--- src/rmcrx_defs.svh ---
`ifndef RMCRX_DEFS_SVH
`define RMCRX_DEFS_SVH
// Overview of operation
// - status bit 15 marks leader interrupt
// - status bit 14 marks excess low width
// - status bit 13 marks maximum bit cycle
// - status bit 12 marks falling edge interrupt
// - status bit 7 set on leader
// - seven bit count, saturating at 127
// - count loaded only at reception end
// - status refreshed per interrupt, writes ignored
// - keep receiving past 72 bits
// - input sampled at 32.768 kHz
// - leader interrupt only when enabled
// - classify data bits into three buffers
// - edge interrupt per data falling edge
// - max cycle or low width ends reception
// - return to leader wait after completion
// - leaderless mode starts without a leader
// - new result overwrites unread result
// - level change after programmed opposite samples
// - leader checked against four 8-bit bounds
// - no leader interrupt without a leader
// - filter setting zero disables cancellation
// - input polarity bit inverts input
// - no edge within threshold ends reception
// - low too long after edge ends reception

// timing
`define RMCRX_CLK_HZ 125000000
`define RMCRX_SAMPLE_HZ 32768
`define RMCRX_SAMPLE_DIV ((`RMCRX_CLK_HZ + `RMCRX_SAMPLE_HZ / 2) / `RMCRX_SAMPLE_HZ)
`define RMCRX_DIV_W 12
`define RMCRX_DIV_MIN 3
`define RMCRX_DIV_MAX 4096
// sizes
`define RMCRX_MAX_BITS 72
`define RMCRX_CNT_W 7
`define RMCRX_CNT_MAX 7'h7F
`define RMCRX_W_MAX 8'hFF
`define RMCRX_ADDR_W 8
`define RMCRX_IDLE_LEVEL 1'b1
// register offsets
`define RMCRX_OFS_ENABLE 8'h00
`define RMCRX_OFS_LEADER 8'h04
`define RMCRX_OFS_TWO 8'h08
`define RMCRX_OFS_THR 8'h0C
`define RMCRX_OFS_INPUT 8'h10
`define RMCRX_OFS_STATUS 8'h14
`define RMCRX_OFS_BUF1 8'h18
`define RMCRX_OFS_BUF2 8'h1C
`define RMCRX_OFS_BUF3 8'h20
// writable masks
`define RMCRX_ENABLE_MASK 32'h0000_0001
`define RMCRX_TWO_MASK 32'h0007_FFFF
`define RMCRX_THR_MASK 32'h0000_007F
`define RMCRX_INPUT_MASK 32'h0000_008F
// fields
`define RMCRX_EN_BIT 0
`define RMCRX_LC_LLMIN 7:0
`define RMCRX_LC_LLMAX 15:8
`define RMCRX_LC_LCMIN 23:16
`define RMCRX_LC_LCMAX 31:24
`define RMCRX_TWO_DMAX 7:0
`define RMCRX_TWO_LL 15:8
`define RMCRX_TWO_LDEN 16
`define RMCRX_TWO_EDIEN 17
`define RMCRX_TWO_LIEN 18
`define RMCRX_THR_VAL 6:0
`define RMCRX_IN_INV 7
`define RMCRX_IN_NC 3:0
`define RMCRX_ST_LIF 15
`define RMCRX_ST_LOIF 14
`define RMCRX_ST_MAXIF 13
`define RMCRX_ST_EDIF 12
`define RMCRX_ST_LDR 7
`define RMCRX_ST_NUM 6:0
`define RMCRX_BUF1 31:0
`define RMCRX_BUF2 63:32
`define RMCRX_BUF3 71:64
// flag codes, order lif loif maxif edif
`define RMCRX_FLAG_LEADER 4'h8
`define RMCRX_FLAG_LOW 4'h4
`define RMCRX_FLAG_MAX 4'h2
`define RMCRX_FLAG_EDGE 4'h1
// responses
`define RMCRX_RESP_OKAY 2'h0
`define RMCRX_RESP_SLVERR 2'h2
`endif

--- src/rmcrx_pkg.sv ---
`include "rmcrx_defs.svh"
package rmcrx_pkg;
  typedef enum logic [1:0] {RMCRX_OFF, RMCRX_WAIT, RMCRX_RECV} rmcrx_state_t;

  typedef struct packed {
    logic level;
    logic [3:0] cnt;
  } rmcrx_filt_t;

  typedef struct packed {
    rmcrx_state_t st;
    logic [`RMCRX_DIV_W-1:0] div;
    logic tick;
    logic tick_d;
    logic fprev;
    logic armed;
    logic [7:0] cyc;
    logic [7:0] low;
    logic [7:0] lowlen;
    logic [`RMCRX_CNT_W-1:0] cnt;
    logic [`RMCRX_MAX_BITS-1:0] work;
    logic [`RMCRX_MAX_BITS-1:0] bufv;
    logic [3:0] flags;
    logic leader_seen;
    logic [`RMCRX_CNT_W-1:0] count;
    logic irq;
    logic [31:0] cfg_en;
    logic [31:0] cfg_lead;
    logic [31:0] cfg_two;
    logic [31:0] cfg_thr;
    logic [31:0] cfg_in;
    logic aw_got;
    logic [`RMCRX_ADDR_W-1:0] aw_addr;
    logic w_got;
    logic [31:0] wdata;
    logic [3:0] wstrb;
    logic awready;
    logic wready;
    logic bvalid;
    logic [1:0] bresp;
    logic arready;
    logic rvalid;
    logic [31:0] rdata;
    logic [1:0] rresp;
  } rmcrx_regs_t;
endpackage : rmcrx_pkg

--- src/rmcrx_filter.sv ---
`timescale 1ns/10ps
module rmcrx_filter
  import rmcrx_pkg::*;
(
  // clock and reset
  input wire logic aclk,
  input wire logic aresetn,
  // sampling
  input wire logic tick,
  input wire logic din,
  input wire logic [3:0] nc,
  // filtered level
  output logic level
);
  rmcrx_filt_t r_reg;
  rmcrx_filt_t r_next;

  // count opposite samples before accepting a change
  always_comb begin
    r_next = r_reg;
    if (tick) begin
      if (nc == 4'h0) begin
        r_next.level = din;
        r_next.cnt = 4'h0;
      end else if (din != r_reg.level) begin
        if (r_reg.cnt + 4'h1 == nc) begin
          r_next.level = din;
          r_next.cnt = 4'h0;
        end else begin
          r_next.cnt = r_reg.cnt + 4'h1;
        end
      end else begin
        r_next.cnt = 4'h0;
      end
    end
  end

  // state register
  always_ff @(posedge aclk) begin
    if (!aresetn) begin
      r_reg.level <= `RMCRX_IDLE_LEVEL;
      r_reg.cnt <= 4'h0;
    end else begin
      r_reg <= r_next;
    end
  end

  assign level = r_reg.level;
endmodule : rmcrx_filter

--- src/rmcrx_top.sv ---
`timescale 1ns/10ps
module rmcrx_top
  import rmcrx_pkg::*;
#(
  parameter int SAMPLE_DIV = `RMCRX_SAMPLE_DIV
) (
  // clock and reset
  input wire logic aclk,
  input wire logic aresetn,
  // remote control input
  input wire logic rc_in,
  // write address channel
  input wire logic s_axi_awvalid,
  output logic s_axi_awready,
  input wire logic [`RMCRX_ADDR_W-1:0] s_axi_awaddr,
  input wire logic [2:0] s_axi_awprot,
  // write data channel
  input wire logic s_axi_wvalid,
  output logic s_axi_wready,
  input wire logic [31:0] s_axi_wdata,
  input wire logic [3:0] s_axi_wstrb,
  // write response channel
  output logic s_axi_bvalid,
  input wire logic s_axi_bready,
  output logic [1:0] s_axi_bresp,
  // read address channel
  input wire logic s_axi_arvalid,
  output logic s_axi_arready,
  input wire logic [`RMCRX_ADDR_W-1:0] s_axi_araddr,
  input wire logic [2:0] s_axi_arprot,
  // read data channel
  output logic s_axi_rvalid,
  input wire logic s_axi_rready,
  output logic [31:0] s_axi_rdata,
  output logic [1:0] s_axi_rresp,
  // event pulse
  output logic irq_pulse
);
  localparam logic [`RMCRX_DIV_W-1:0] DIV_LAST = `RMCRX_DIV_W'(SAMPLE_DIV - 1);

  // refuse dividers the counter cannot hold or the pipeline cannot follow
  if (SAMPLE_DIV < `RMCRX_DIV_MIN || SAMPLE_DIV > `RMCRX_DIV_MAX) begin : g_chk
    $error("rmcrx_top: SAMPLE_DIV out of range");
  end

  rmcrx_regs_t r_reg;
  rmcrx_regs_t r_next;
  logic flt_level;
  logic [31:0] status_w;
  logic ev_leader;
  logic ev_ll;
  logic ev_edge;
  logic ev_max;
  logic ev_low;
  logic wr_fire;

  // saturating width counter step
  function automatic logic [7:0] sat_inc(input logic [7:0] v);
    return (v == `RMCRX_W_MAX) ? v : v + 8'h01;
  endfunction : sat_inc

  // leader window check, zero low maximum skips the low part, zero cycle maximum fails the match
  function automatic logic leader_match(input logic [7:0] cyc, input logic [7:0] low, input logic [31:0] c);
    logic cyc_ok;
    logic low_ok;
    cyc_ok = (c[`RMCRX_LC_LCMAX] != 8'h00) && (cyc >= c[`RMCRX_LC_LCMIN]) && (cyc <= c[`RMCRX_LC_LCMAX]);
    low_ok = (c[`RMCRX_LC_LLMAX] == 8'h00) || ((low >= c[`RMCRX_LC_LLMIN]) && (low <= c[`RMCRX_LC_LLMAX]));
    return cyc_ok && low_ok;
  endfunction : leader_match

  // address map hit, shared by read and write paths
  function automatic logic addr_hit(input logic [`RMCRX_ADDR_W-1:0] a);
    logic [`RMCRX_ADDR_W-1:0] w;
    w = {a[`RMCRX_ADDR_W-1:2], 2'b00};
    return (w == `RMCRX_OFS_ENABLE) || (w == `RMCRX_OFS_LEADER) || (w == `RMCRX_OFS_TWO) ||
           (w == `RMCRX_OFS_THR) || (w == `RMCRX_OFS_INPUT) || (w == `RMCRX_OFS_STATUS) ||
           (w == `RMCRX_OFS_BUF1) || (w == `RMCRX_OFS_BUF2) || (w == `RMCRX_OFS_BUF3);
  endfunction : addr_hit

  // byte lane merge for configuration writes
  function automatic logic [31:0] wmerge(input logic [31:0] old, input logic [31:0] d, input logic [3:0] s);
    logic [31:0] v;
    v = old;
    for (int i = 0; i < 4; i++) begin
      if (s[i]) begin
        v[i*8 +: 8] = d[i*8 +: 8];
      end
    end
    return v;
  endfunction : wmerge

  // glitch filter on the polarity-corrected sample
  rmcrx_filter u_filter (
    .aclk(aclk),
    .aresetn(aresetn),
    .tick(r_reg.tick),
    .din(rc_in ^ r_reg.cfg_in[`RMCRX_IN_INV]),
    .nc(r_reg.cfg_in[`RMCRX_IN_NC]),
    .level(flt_level)
  );

  // status word, unassigned bits tied low
  assign status_w = {16'h0000, r_reg.flags, 4'h0, r_reg.leader_seen, r_reg.count};
  assign wr_fire = r_reg.aw_got && r_reg.w_got && !r_reg.bvalid;

  // next state
  always_comb begin
    logic fall;
    logic rise;
    logic [7:0] cyc_n;
    logic [7:0] low_n;
    logic [`RMCRX_ADDR_W-1:0] wa;
    logic [`RMCRX_ADDR_W-1:0] ra;
    fall = 1'b0;
    rise = 1'b0;
    cyc_n = 8'h00;
    low_n = 8'h00;
    wa = 8'h00;
    ra = 8'h00;
    ev_leader = 1'b0;
    ev_ll = 1'b0;
    ev_edge = 1'b0;
    ev_max = 1'b0;
    ev_low = 1'b0;
    r_next = r_reg;
    r_next.irq = 1'b0;

    // sampling clock enable
    r_next.tick = 1'b0;
    r_next.tick_d = r_reg.tick;
    if (r_reg.div == DIV_LAST) begin
      r_next.div = '0;
      r_next.tick = 1'b1;
    end else begin
      r_next.div = r_reg.div + `RMCRX_DIV_W'(1);
    end

    // edge and width measurement, one clock after the filter moves
    if (r_reg.tick_d) begin
      fall = r_reg.fprev && !flt_level;
      rise = !r_reg.fprev && flt_level;
      cyc_n = sat_inc(r_reg.cyc);
      low_n = sat_inc(r_reg.low);
      r_next.fprev = flt_level;
      if (fall) begin
        r_next.cyc = 8'h00;
        r_next.low = 8'h00;
      end else begin
        r_next.cyc = cyc_n;
        if (!flt_level) begin
          r_next.low = low_n;
        end
      end
      if (rise) begin
        r_next.lowlen = r_reg.low;
      end

      unique case (r_reg.st)
        RMCRX_OFF: begin
        end
        RMCRX_WAIT: begin
          if (fall) begin
            if (r_reg.armed && leader_match(cyc_n, r_reg.lowlen, r_reg.cfg_lead)) begin
              ev_leader = 1'b1;
            end else if (r_reg.cfg_two[`RMCRX_TWO_LDEN]) begin
              ev_ll = 1'b1;
            end
            r_next.armed = 1'b1;
          end
        end
        RMCRX_RECV: begin
          if (fall) begin
            ev_edge = 1'b1;
          end else if ((r_reg.cfg_two[`RMCRX_TWO_DMAX] != 8'h00) && (cyc_n >= r_reg.cfg_two[`RMCRX_TWO_DMAX])) begin
            ev_max = 1'b1;
          end else if (!flt_level && (r_reg.cfg_two[`RMCRX_TWO_LL] != 8'h00) &&
                       (low_n > r_reg.cfg_two[`RMCRX_TWO_LL])) begin
            ev_low = 1'b1;
          end
        end
      endcase
    end

    // start of reception, with or without a leader
    if (ev_leader || ev_ll) begin
      r_next.st = RMCRX_RECV;
      r_next.cnt = '0;
      r_next.work = '0;
      r_next.leader_seen = ev_leader;
    end
    if (ev_leader && r_reg.cfg_two[`RMCRX_TWO_LIEN]) begin
      r_next.flags = `RMCRX_FLAG_LEADER;
      r_next.irq = 1'b1;
    end

    // data bit classification and storage
    if (ev_edge) begin
      if (r_reg.cnt < `RMCRX_CNT_W'(`RMCRX_MAX_BITS)) begin
        r_next.work[r_reg.cnt] = (cyc_n >= {1'b0, r_reg.cfg_thr[`RMCRX_THR_VAL]});
      end
      if (r_reg.cnt != `RMCRX_CNT_MAX) begin
        r_next.cnt = r_reg.cnt + `RMCRX_CNT_W'(1);
      end
      if (r_reg.cfg_two[`RMCRX_TWO_EDIEN]) begin
        r_next.flags = `RMCRX_FLAG_EDGE;
        r_next.irq = 1'b1;
      end
    end

    // completion, first detected factor wins
    if (ev_max || ev_low) begin
      r_next.st = RMCRX_WAIT;
      r_next.armed = 1'b0;
      r_next.count = r_reg.cnt;
      r_next.bufv = r_reg.work;
      r_next.flags = ev_max ? `RMCRX_FLAG_MAX : `RMCRX_FLAG_LOW;
      r_next.irq = 1'b1;
    end

    // receiver enable, clearing drops the frame in flight
    if (!r_reg.cfg_en[`RMCRX_EN_BIT]) begin
      r_next.st = RMCRX_OFF;
      r_next.armed = 1'b0;
    end else if (r_reg.st == RMCRX_OFF) begin
      r_next.st = RMCRX_WAIT;
    end

    // write response retire
    if (r_reg.bvalid && s_axi_bready) begin
      r_next.bvalid = 1'b0;
    end

    // write execute once address and data are both held
    if (wr_fire) begin
      wa = {r_reg.aw_addr[`RMCRX_ADDR_W-1:2], 2'b00};
      r_next.aw_got = 1'b0;
      r_next.w_got = 1'b0;
      r_next.bvalid = 1'b1;
      r_next.bresp = addr_hit(r_reg.aw_addr) ? `RMCRX_RESP_OKAY : `RMCRX_RESP_SLVERR;
      if (wa == `RMCRX_OFS_ENABLE) begin
        r_next.cfg_en = wmerge(r_reg.cfg_en, r_reg.wdata, r_reg.wstrb) & `RMCRX_ENABLE_MASK;
      end else if (wa == `RMCRX_OFS_LEADER) begin
        r_next.cfg_lead = wmerge(r_reg.cfg_lead, r_reg.wdata, r_reg.wstrb);
      end else if (wa == `RMCRX_OFS_TWO) begin
        r_next.cfg_two = wmerge(r_reg.cfg_two, r_reg.wdata, r_reg.wstrb) & `RMCRX_TWO_MASK;
      end else if (wa == `RMCRX_OFS_THR) begin
        r_next.cfg_thr = wmerge(r_reg.cfg_thr, r_reg.wdata, r_reg.wstrb) & `RMCRX_THR_MASK;
      end else if (wa == `RMCRX_OFS_INPUT) begin
        r_next.cfg_in = wmerge(r_reg.cfg_in, r_reg.wdata, r_reg.wstrb) & `RMCRX_INPUT_MASK;
      end
      // status and buffers take no writes
    end

    // capture write address and data in either order
    if (s_axi_awvalid && r_reg.awready) begin
      r_next.aw_got = 1'b1;
      r_next.aw_addr = s_axi_awaddr;
    end
    if (s_axi_wvalid && r_reg.wready) begin
      r_next.w_got = 1'b1;
      r_next.wdata = s_axi_wdata;
      r_next.wstrb = s_axi_wstrb;
    end
    r_next.awready = !r_next.aw_got && !r_next.bvalid;
    r_next.wready = !r_next.w_got && !r_next.bvalid;

    // read channel, one outstanding
    if (r_reg.rvalid && s_axi_rready) begin
      r_next.rvalid = 1'b0;
    end
    if (s_axi_arvalid && r_reg.arready) begin
      ra = {s_axi_araddr[`RMCRX_ADDR_W-1:2], 2'b00};
      r_next.rvalid = 1'b1;
      r_next.rresp = addr_hit(s_axi_araddr) ? `RMCRX_RESP_OKAY : `RMCRX_RESP_SLVERR;
      unique case (ra)
        `RMCRX_OFS_ENABLE: r_next.rdata = r_reg.cfg_en;
        `RMCRX_OFS_LEADER: r_next.rdata = r_reg.cfg_lead;
        `RMCRX_OFS_TWO: r_next.rdata = r_reg.cfg_two;
        `RMCRX_OFS_THR: r_next.rdata = r_reg.cfg_thr;
        `RMCRX_OFS_INPUT: r_next.rdata = r_reg.cfg_in;
        `RMCRX_OFS_STATUS: r_next.rdata = status_w;
        `RMCRX_OFS_BUF1: r_next.rdata = r_reg.bufv[`RMCRX_BUF1];
        `RMCRX_OFS_BUF2: r_next.rdata = r_reg.bufv[`RMCRX_BUF2];
        `RMCRX_OFS_BUF3: r_next.rdata = {24'h00_0000, r_reg.bufv[`RMCRX_BUF3]};
        default: r_next.rdata = 32'h0000_0000;
      endcase
    end
    r_next.arready = !r_next.rvalid;
  end

  // state register
  always_ff @(posedge aclk) begin
    if (!aresetn) begin
      r_reg <= '0;
      r_reg.st <= RMCRX_OFF;
      r_reg.fprev <= `RMCRX_IDLE_LEVEL;
    end else begin
      r_reg <= r_next;
    end
  end

  // outputs straight from the state register
  assign s_axi_awready = r_reg.awready;
  assign s_axi_wready = r_reg.wready;
  assign s_axi_bvalid = r_reg.bvalid;
  assign s_axi_bresp = r_reg.bresp;
  assign s_axi_arready = r_reg.arready;
  assign s_axi_rvalid = r_reg.rvalid;
  assign s_axi_rdata = r_reg.rdata;
  assign s_axi_rresp = r_reg.rresp;
  assign irq_pulse = r_reg.irq;
endmodule : rmcrx_top

--- config.mk ---
export PLATFORM = sky130hd
export DESIGN_NAME = rmcrx_top
export DESIGN_NICKNAME = d
export VERILOG_FILES = /design/src/rmcrx_pkg.sv /design/src/rmcrx_filter.sv /design/src/rmcrx_top.sv
export VERILOG_INCLUDE_DIRS = /design/src
export SDC_FILE = /design/constraint.sdc
export NUM_CORES = 1
export LEC_CHECK = 0
export BUFFER_PORTS_ARGS = -buffer_cell sky130_fd_sc_hd__buf_2
export CAP_MARGIN = 15
export CORE_MARGIN = 1
export CORE_UTILIZATION = 55
export CTS_CLUSTER_SIZE = 30
export DETAILED_ROUTE_END_ITERATION = 10
export PLACE_DENSITY = 0.76
export REMOVE_ABC_BUFFERS = 1
export SETUP_SLACK_MARGIN = 0.5
export SLEW_MARGIN = 40
export SYNTH_ARGS = -nofsm -noshare
export SYNTH_HDL_FRONTEND = slang
export SYNTH_SLANG_ARGS = --single-unit
--- constraint.sdc ---
create_clock -name aclk -period 3.4 [get_ports aclk]
set_clock_uncertainty 0.05 [all_clocks]
set_input_delay 0.51 -clock aclk [delete_from_list [all_inputs] [get_ports aclk]]
set_output_delay 0.51 -clock aclk [all_outputs]
set_load 0.02 [all_outputs]
==> results of run 1 <==
-- metal layers --
metal  share of wire  up-vias  global-route usage
met2            0.47      853               0.498
met4           0.047        0               0.125
met1            0.38     7112               0.381
met5               0        -                   0
met3           0.097      188              0.0569
li1                -     6804                   -
-- power groups by stage --
stage | combinational, mW | sequential [mW] | clock, mW
after CTS | 0.351 | 4.28 | 4.35
after global placement | 0.321 | 4.38 | 0
final | 0.402 | 4.28 | 4.33
after detailed placement | 0.327 | 4.38 | 0
after floorplan | 0.152 | 4.39 | 0
after global routing | 0.434 | 4.29 | 4.53
-- timing repair --
action | CTS | global route
endpoints found under the setup margin | 167 | 167
hold endpoints to repair | 0 | 0
pin swaps | 22 | 91
buffers inserted | 26 | 14
gates resized for setup | 86 | 203
cloned | 6 | 10
-- worst max-delay path, delay by kind of cell, from the launching register on --
kind | cells | cell delay, ps
XOR/XNOR | 1 | 190
AO/OA/AOI/OAI | 2 | 330
buffers and inverters | 4 | 520
flip-flops | 1 | 320
adder cells (fa/ha/maj) | 1 | 290
AND/OR/NAND/NOR | 7 | 970
multiplexers | 2 | 640
-- area by class of cell --
| cell class | instances | area (µm²) |
|---|---|---|
| well taps | 384 | 480 |
| multi-input cells | 1326 | 9090 |
| flip-flops and latches | 358 | 7190 |
| clock inverters | 17 | 251 |
| inverters | 66 | 253 |
| fillers | 2090 | 8700 |
| diodes | 3 | 7.51 |
| repair buffers | 216 | 1940 |
| clock buffers | 49 | 1030 |
-- logic make-up (layout without fill, tap and decap cells) --
logic type                 Yosys count  in the layout  share of synthesized area
AOI/OAI and AO/OA                  360            361                      0.137
adders and majority gates           61             61                     0.0468
muxes                              156            156                     0.0978
and+or+nand+nor                    718            718                      0.199
xor gates and xnor gates            28             28                     0.0159
other                                1              5                   0.000230
buffers and inverters              211            348                     0.0644
DFF                                358            358                      0.439
-- cells in the mapped netlist (12+ instances only) --
| master | count |
|---|---|
| nor3_1 | 22 |
| mux2i_1 | 130 |
| o21ai_0 | 85 |
| o22ai_1 | 23 |
| and3_1 | 13 |
| a21oi_1 | 129 |
| dfxtp_1 | 358 |
| nor2_1 | 249 |
| buf_2 | 12 |
| nand4_1 | 14 |
| xor2_1 | 18 |
| nand2_1 | 212 |
| inv_1 | 64 |
| ha_1 | 61 |
| a22oi_1 | 17 |
| mux2_2 | 25 |
| a221oi_1 | 23 |
| nand3_1 | 119 |
| buf_4 | 43 |
| nand2b_1 | 17 |
| clkbuf_1 | 78 |
| and2_1 | 12 |
-- worst paths after layout --
check             slack (ps)                          end                         from
setup / recovery         -60      r_reg[295]$_SDFFE_PN0P_      r_reg[429]$_SDFFE_PN0P_
hold / removal           160       r_reg[52]$_SDFFE_PN0P_               s_axi_wdata[7]
setup reg to reg         -60      r_reg[295]$_SDFFE_PN0P_      r_reg[429]$_SDFFE_PN0P_
hold reg to reg          400  s_axi_rdata[2]$_SDFFE_PN0P_  s_axi_rdata[2]$_SDFFE_PN0P_
==> impl_metrics.py, run 1 <==
metrics = {
    "clock_network": {
        "tritoncts": "yes",
        "clock_tree_buf_depth": 3,
        "cts-htree-levels": 2,
        "numCtsBuffers": 37,
        "clock_sink_count": 358,
        "cts-hold-fix-buffers": 0,
        "clock-root-buffer": "clkbuf_16",
        "worst_setup_hold_path_clk_slew_ps": 60,
        "clkLatencyLatePin_ps": 540,
    },
    "min_path": {
        "worst_hold_path_type": "in2reg",
        "holdPathStages": 3,
    },
    "final_layout": {
        "utilization": 0.699,
        "proportion_of_layout_cells_with_a_drive_suffix_above_1": 0.244,
        "finalNonFillerCells": 2419,
        "finish.instance_area_um2": 20200,
        "final_cell_mix": "dfxtp_1 (347), nor2_1 (242), nand2_1 (205)",
        "layout_commonest_cell": "dfxtp_1",
        "final_nets": 2132,
        "largest_reg_flops": 312,
        "area_growth_pct": 24.0,
    },
    "timing": {
        "grt_setup_unrepaired": "yes",
        "finalWorstSetupSlack_ps": -63.5,
        "slew-limit-headroom": 0.374,
        "finalSetupViolCount": 15,
        "drv_slew": 0,
        "final-hold-violation-count": 0,
        "hold-worst-slack_ps": 159,
        "fin_crit_sh": 1.02,
        "worstMarginPinSlew_ps": 932,
        "achievable-frequency_mhz": 289,
        "total_negative_setup_slack_ps": -240,
        "finalWorstPathRequiredPeriod_ps": 3460,
    },
    "worst_setup_path": {
        "type_of_the_worst_setup_path": "reg2reg",
        "path_max_fanout": 5,
        "worst_path_largest_cell_delay_ps": 340,
        "timing.critical_path.to_type": "flip-flop",
        "r2r.worst_path.cells": 17,
        "most_repeated_library_cell_on_the_critical_path": "nor2_1",
        "crit_path_cell_trace": "and4_1 -> and3_4 -> nand2_8 -> nand4_1 -> xor2_1 -> inv_1 -> ha_1 -> o21a_1 -> nor2_1 -> nor3b_2 -> o21ai_4 -> mux2i_4 -> buf_12 -> buf_16 -> buf_6 -> mux2i_1 -> nor2_1",
        "cp_data_required_time_ps": 3740,
        "worstSetupStartpointType": "flip-flop",
        "critPathSlowestCell": "mux2i_4",
        "critical_path_arrival_ps": 3800,
    },
    "routing": {
        "drt-total-wl_mm": 50.1,
        "drt_iter0_drc": 1759,
        "detailedRoute.firstPassIterationCount": 7,
        "route.antenna.remaining_nets": 0,
        "detail_routed_net_length_per_standard_cell_um": 20.7,
        "drc": 0,
        "route.detailed.vias_per_inst": 6.18,
        "via_count": 14957,
    },
    "pwr": {
        "vdd.ir_drop.worst_v": 0.000378,
        "pwr_density_cell_nw_per_um2": 446,
        "p_sw_mw": 2.04,
        "power.share.combinational": 0.045,
        "clockPowerShare": 0.480,
        "p_int_mw": 6.98,
        "design_power_total_mw": 9.02,
        "power_switching_share": 0.226,
        "leakage_nw": 7.48,
        "seq_power_share": 0.475,
    },
    "floorplan": {
        "die_area_um2": 30400,
        "die_w_um": 174,
        "number_of_top_level_pins": 108,
        "placeableCoreArea_um2": 28900,
        "initial_core_util": 0.564,
        "placement_rows": 62,
        "dieHeight_um": 174,
    },
    "yosys": {
        "yosys.area.top_type_share": 0.439,
        "synthesis.instances": 1893,
        "ys_top_cells_by_area": "dfxtp_1 (44%), mux2i_1 (8.0%), nor2_1 (5.7%)",
        "edff_count_synth": 0,
        "post_synth_num_cell_types": 78,
        "synth.yosys.warnings": 0,
        "proportion_of_register_bits_with_asynchronous_set_or_reset_after_synthesis": 0,
        "netlist.top_cell.by_area": "dfxtp_1",
        "ys_dominant_reg_cell": "dfxtp_1",
        "number_of_synthesized_register_bits": 358,
        "synth_area_per_cell_um2": 8.62,
        "synth_seq_area_share": 0.439,
        "synth_area_um2": 16300,
    },
    "outcome": {
        "run_status": "finished, violations left",
        "violations_in_the_final_reports": "negative setup slack",
    },
    "global_routing": {
        "number_of_global_route_vias_before_repair": 13949,
        "maximum_number_of_pins_on_one_net_before_global_route_repair": 101,
        "globalRouteTotalUtil": 0.300,
        "initial_antenna_violation_count": 3,
        "grt_first_pass_wirelength_mm": 73.0,
        "grt-ovfl-total": 0,
    },
    "placed_design": {
        "place_ws_ps": -59.2,
        "gpl.final_weighted_congestion": 0.877,
        "buffer_ports.inserted": 95,
        "place.detailed.hpwl_mm": 30.7,
        "detailed_place.area_um2": 17200,
        "placed_cells_incl_taps": 2294,
    },
    "run": {
        "max_cap_violations": 0,
    },
}
(Power assumes the default switching activity.)
==> run 2: changes to the inputs <==
--- a/config.mk
+++ b/config.mk
@@ -8,11 +8,13 @@
 export LEC_CHECK = 0
 export BUFFER_PORTS_ARGS = -buffer_cell sky130_fd_sc_hd__buf_2
 export CAP_MARGIN = 15
+export CELL_PAD_IN_SITES_DETAIL_PLACEMENT = 0
+export CELL_PAD_IN_SITES_GLOBAL_PLACEMENT = 1
 export CORE_MARGIN = 1
-export CORE_UTILIZATION = 55
+export CORE_UTILIZATION = 42
 export CTS_CLUSTER_SIZE = 30
 export DETAILED_ROUTE_END_ITERATION = 10
-export PLACE_DENSITY = 0.76
+export PLACE_DENSITY_LB_ADDON = 0.1
 export REMOVE_ABC_BUFFERS = 1
 export SETUP_SLACK_MARGIN = 0.5
 export SLEW_MARGIN = 40
==> run 2 against run 1 <==
The run now ends clean; non-clock buffer count fell by 6; sequential share of layout area rose by 0.95 points; sequential power barely moved; flip-flop and latch count did not move; critical endpoint is now r_reg[260]$_SDFFE_PN0P_.
==> impl_metrics.py, run 2 (synthesized netlist as in run 1, its figures left out) <==
metrics = {
    "clock_network": {
        "worst_setup_hold_path_clk_slew_ps": 60,
        "clock_tree_buf_depth": 3,
        "clock-root-buffer": "clkbuf_16",
        "numCtsBuffers": 41,
        "clock_sink_count": 358,
        "tritoncts": "yes",
        "cts-htree-levels": 2,
        "cts-hold-fix-buffers": 0,
        "clkLatencyLatePin_ps": 550,
    },
    "routing": {
        "route.detailed.vias_per_inst": 5.44,
        "drt-total-wl_mm": 49.7,
        "drt_iter0_drc": 905,
        "via_count": 13808,
        "route.antenna.remaining_nets": 0,
        "detailedRoute.firstPassIterationCount": 5,
        "detail_routed_net_length_per_standard_cell_um": 19.6,
        "drc": 0,
    },
    "worst_setup_path": {
        "crit_path_cell_trace": "and4_1 -> and3_4 -> nand2_4 -> xnor2_2 -> ha_1 -> nand2b_1 -> a2111oi_4 -> nor3b_2 -> o21ai_4 -> mux2i_4 -> buf_4 -> buf_12 -> clkbuf_16 -> mux2i_1 -> nor2_1",
        "path_max_fanout": 7,
        "type_of_the_worst_setup_path": "reg2reg",
        "regToRegEndpoint": "r_reg[260]$_SDFFE_PN0P_",
        "ff2ff_setup_slack_ps": 110,
        "worst_path_largest_cell_delay_ps": 320,
        "cp_data_required_time_ps": 3770,
        "timing.critical_path.to_type": "flip-flop",
        "critPathSlowestCell": "dfxtp_2",
        "rr_startpoint": "r_reg[429]$_SDFFE_PN0P_",
        "critical_path_arrival_ps": 3650,
        "r2r.worst_path.cells": 15,
        "worstSetupStartpointType": "flip-flop",
    },
    "pwr": {
        "clockPowerShare": 0.482,
        "power.share.combinational": 0.041,
        "leakage_nw": 7.37,
        "seq_power_share": 0.477,
        "p_sw_mw": 2.05,
        "pwr_density_cell_nw_per_um2": 457,
        "p_int_mw": 6.94,
        "power_switching_share": 0.228,
        "vdd.ir_drop.worst_v": 0.000320,
    },
    "global_routing": {
        "number_of_global_route_vias_before_repair": 13223,
        "initial_antenna_violation_count": 0,
        "grt_first_pass_wirelength_mm": 76.4,
        "globalRouteTotalUtil": 0.252,
        "maximum_number_of_pins_on_one_net_before_global_route_repair": 69,
        "grt-ovfl-total": 0,
    },
    "placed_design": {
        "place_ws_ps": -238,
        "detailed_place.area_um2": 17300,
        "gpl.final_weighted_congestion": 0.828,
        "place.detailed.hpwl_mm": 33.6,
        "buffer_ports.inserted": 95,
    },
    "final_layout": {
        "final_cell_mix": "dfxtp_1 (350), nor2_1 (246), nand2_1 (207)",
        "layout_commonest_cell": "dfxtp_1",
        "proportion_of_layout_cells_with_a_drive_suffix_above_1": 0.187,
        "area_growth_pct": 20.6,
        "final_nets": 2129,
        "utilization": 0.519,
        "finish.instance_area_um2": 19700,
        "diodes": 0,
        "fill_cell_instance_count_of_the_final_layout": 3635,
        "largest_reg_flops": 312,
    },
    "min_path": {
        "min_to": "r_reg[52]$_SDFFE_PN0P_",
        "worst_hold_path_type": "in2reg",
        "holdCritStartpoint": "s_axi_wdata[7]",
        "holdPathStages": 3,
    },
    "floorplan": {
        "die_area_um2": 39600,
        "dieHeight_um": 199,
        "placeableCoreArea_um2": 37900,
        "placement_rows": 71,
        "number_of_top_level_pins": 108,
        "initial_core_util": 0.430,
        "die_w_um": 199,
    },
    "timing": {
        "achievable-frequency_mhz": 304,
        "finalWorstSetupSlack_ps": 112,
        "slew-limit-headroom": 0.459,
        "final-hold-violation-count": 0,
        "finalSetupViolCount": 0,
        "worstMarginPinSlew_ps": 809,
        "finalWorstPathRequiredPeriod_ps": 3290,
        "fin_crit_sh": 0.967,
        "grt_setup_unrepaired": "yes",
        "drv_slew": 0,
        "total_negative_setup_slack_ps": 0,
    },
    "outcome": {
        "run_status": "finished, final reports clean",
    },
    "run": {
        "max_cap_violations": 0,
    },
}
[run 2: changes by cell type in the layout (fill, tap and decap cells not counted), sizes merged, moves of 2 or more]
cell / previous run / this run
buf: 211 / 202
diode: 3 / 0
bufbuf: 0 / 2
clkbuf: 54 / 61
bufinv: 6 / 3
[run 2: layout make-up]
cell class / instances / area (µm²) / share of cell area
Inverter: 66 / 255 / 0.0130
Tap cell: 511 / 639 / 0.0325
Clock buffer: 55 / 1140 / 0.0579
Sequential cell: 358 / 7180 / 0.365
Timing Repair Buffer: 210 / 1870 / 0.0951
Clock inverter: 15 / 158 / 0.00801
Multi-Input combinational cell: 1325 / 8440 / 0.429
[run 2: layer usage]
metal,vias to the layer above,GRT usage,routed length (µm)
met5,-,0,0
met4,0,0.0960,1700
met3,88,0.0294,1990
met2,311,0.406,22500
met1,6603,0.345,23500
li1,6806,-,-
[run 2: power by group through the flow]
stage	Combinational (mW)	Sequential, mW	Clock (mW)
after floorplan	0.152	4.39	0
after global placement	0.337	4.38	0
after detailed placement	0.339	4.38	0
after CTS	0.370	4.29	4.44
after global routing	0.408	4.29	4.60
final	0.373	4.29	4.33
[run 2: stage by stage]
| step | hold slack [ps] | cells | power [mW] |
|---|---|---|---|
| finish | 143 | 2540 | 8.99 |
| global route | 132 | 2540 | 9.30 |
| CTS | 112 | 2529 | 9.10 |
| detailed placement | 398 | 2425 | 4.72 |
| global placement | 393 | 2425 | 4.72 |
| floorplan | 384 | 1749 | 4.54 |
[run 2: worst max path at each step]
stage                                 start                      end  cells past startpoint
floorplan           r_reg[429]$_SDFFE_PN0P_    r_reg[257]$_SDFF_PN0_                     12
global placement    r_reg[432]$_SDFFE_PN0P_  r_reg[276]$_SDFFE_PN0P_                     13
detailed placement  r_reg[432]$_SDFFE_PN0P_  r_reg[266]$_SDFFE_PN0P_                     13
CTS                 r_reg[423]$_SDFFE_PN0P_  r_reg[268]$_SDFFE_PN0P_                     18
global route        r_reg[429]$_SDFFE_PN0P_  r_reg[312]$_SDFFE_PN0P_                     17
finish              r_reg[429]$_SDFFE_PN0P_  r_reg[260]$_SDFFE_PN0P_                     15
[run 2: timing repair]
| item | 4_1_cts | 5_1_grt |
|---|---|---|
| buffers inserted | 23 | 5 |
| endpoints found under the setup margin | 167 | 167 |
| gates resized for setup | 77 | 19 |
| gates cloned | 11 | 6 |
| pin swaps | 26 | 4 |
[run 2: worst max-delay path, delay by kind of cell (launching register included)]
| kind | cells | cell delay [ps] |
|---|---|---|
| compound gates | 2 | 530 |
| xor+xnor | 1 | 140 |
| fa+ha+maj | 1 | 260 |
| buf+inv | 3 | 480 |
| flops | 1 | 320 |
| mux | 2 | 470 |
| simple gates | 6 | 880 |
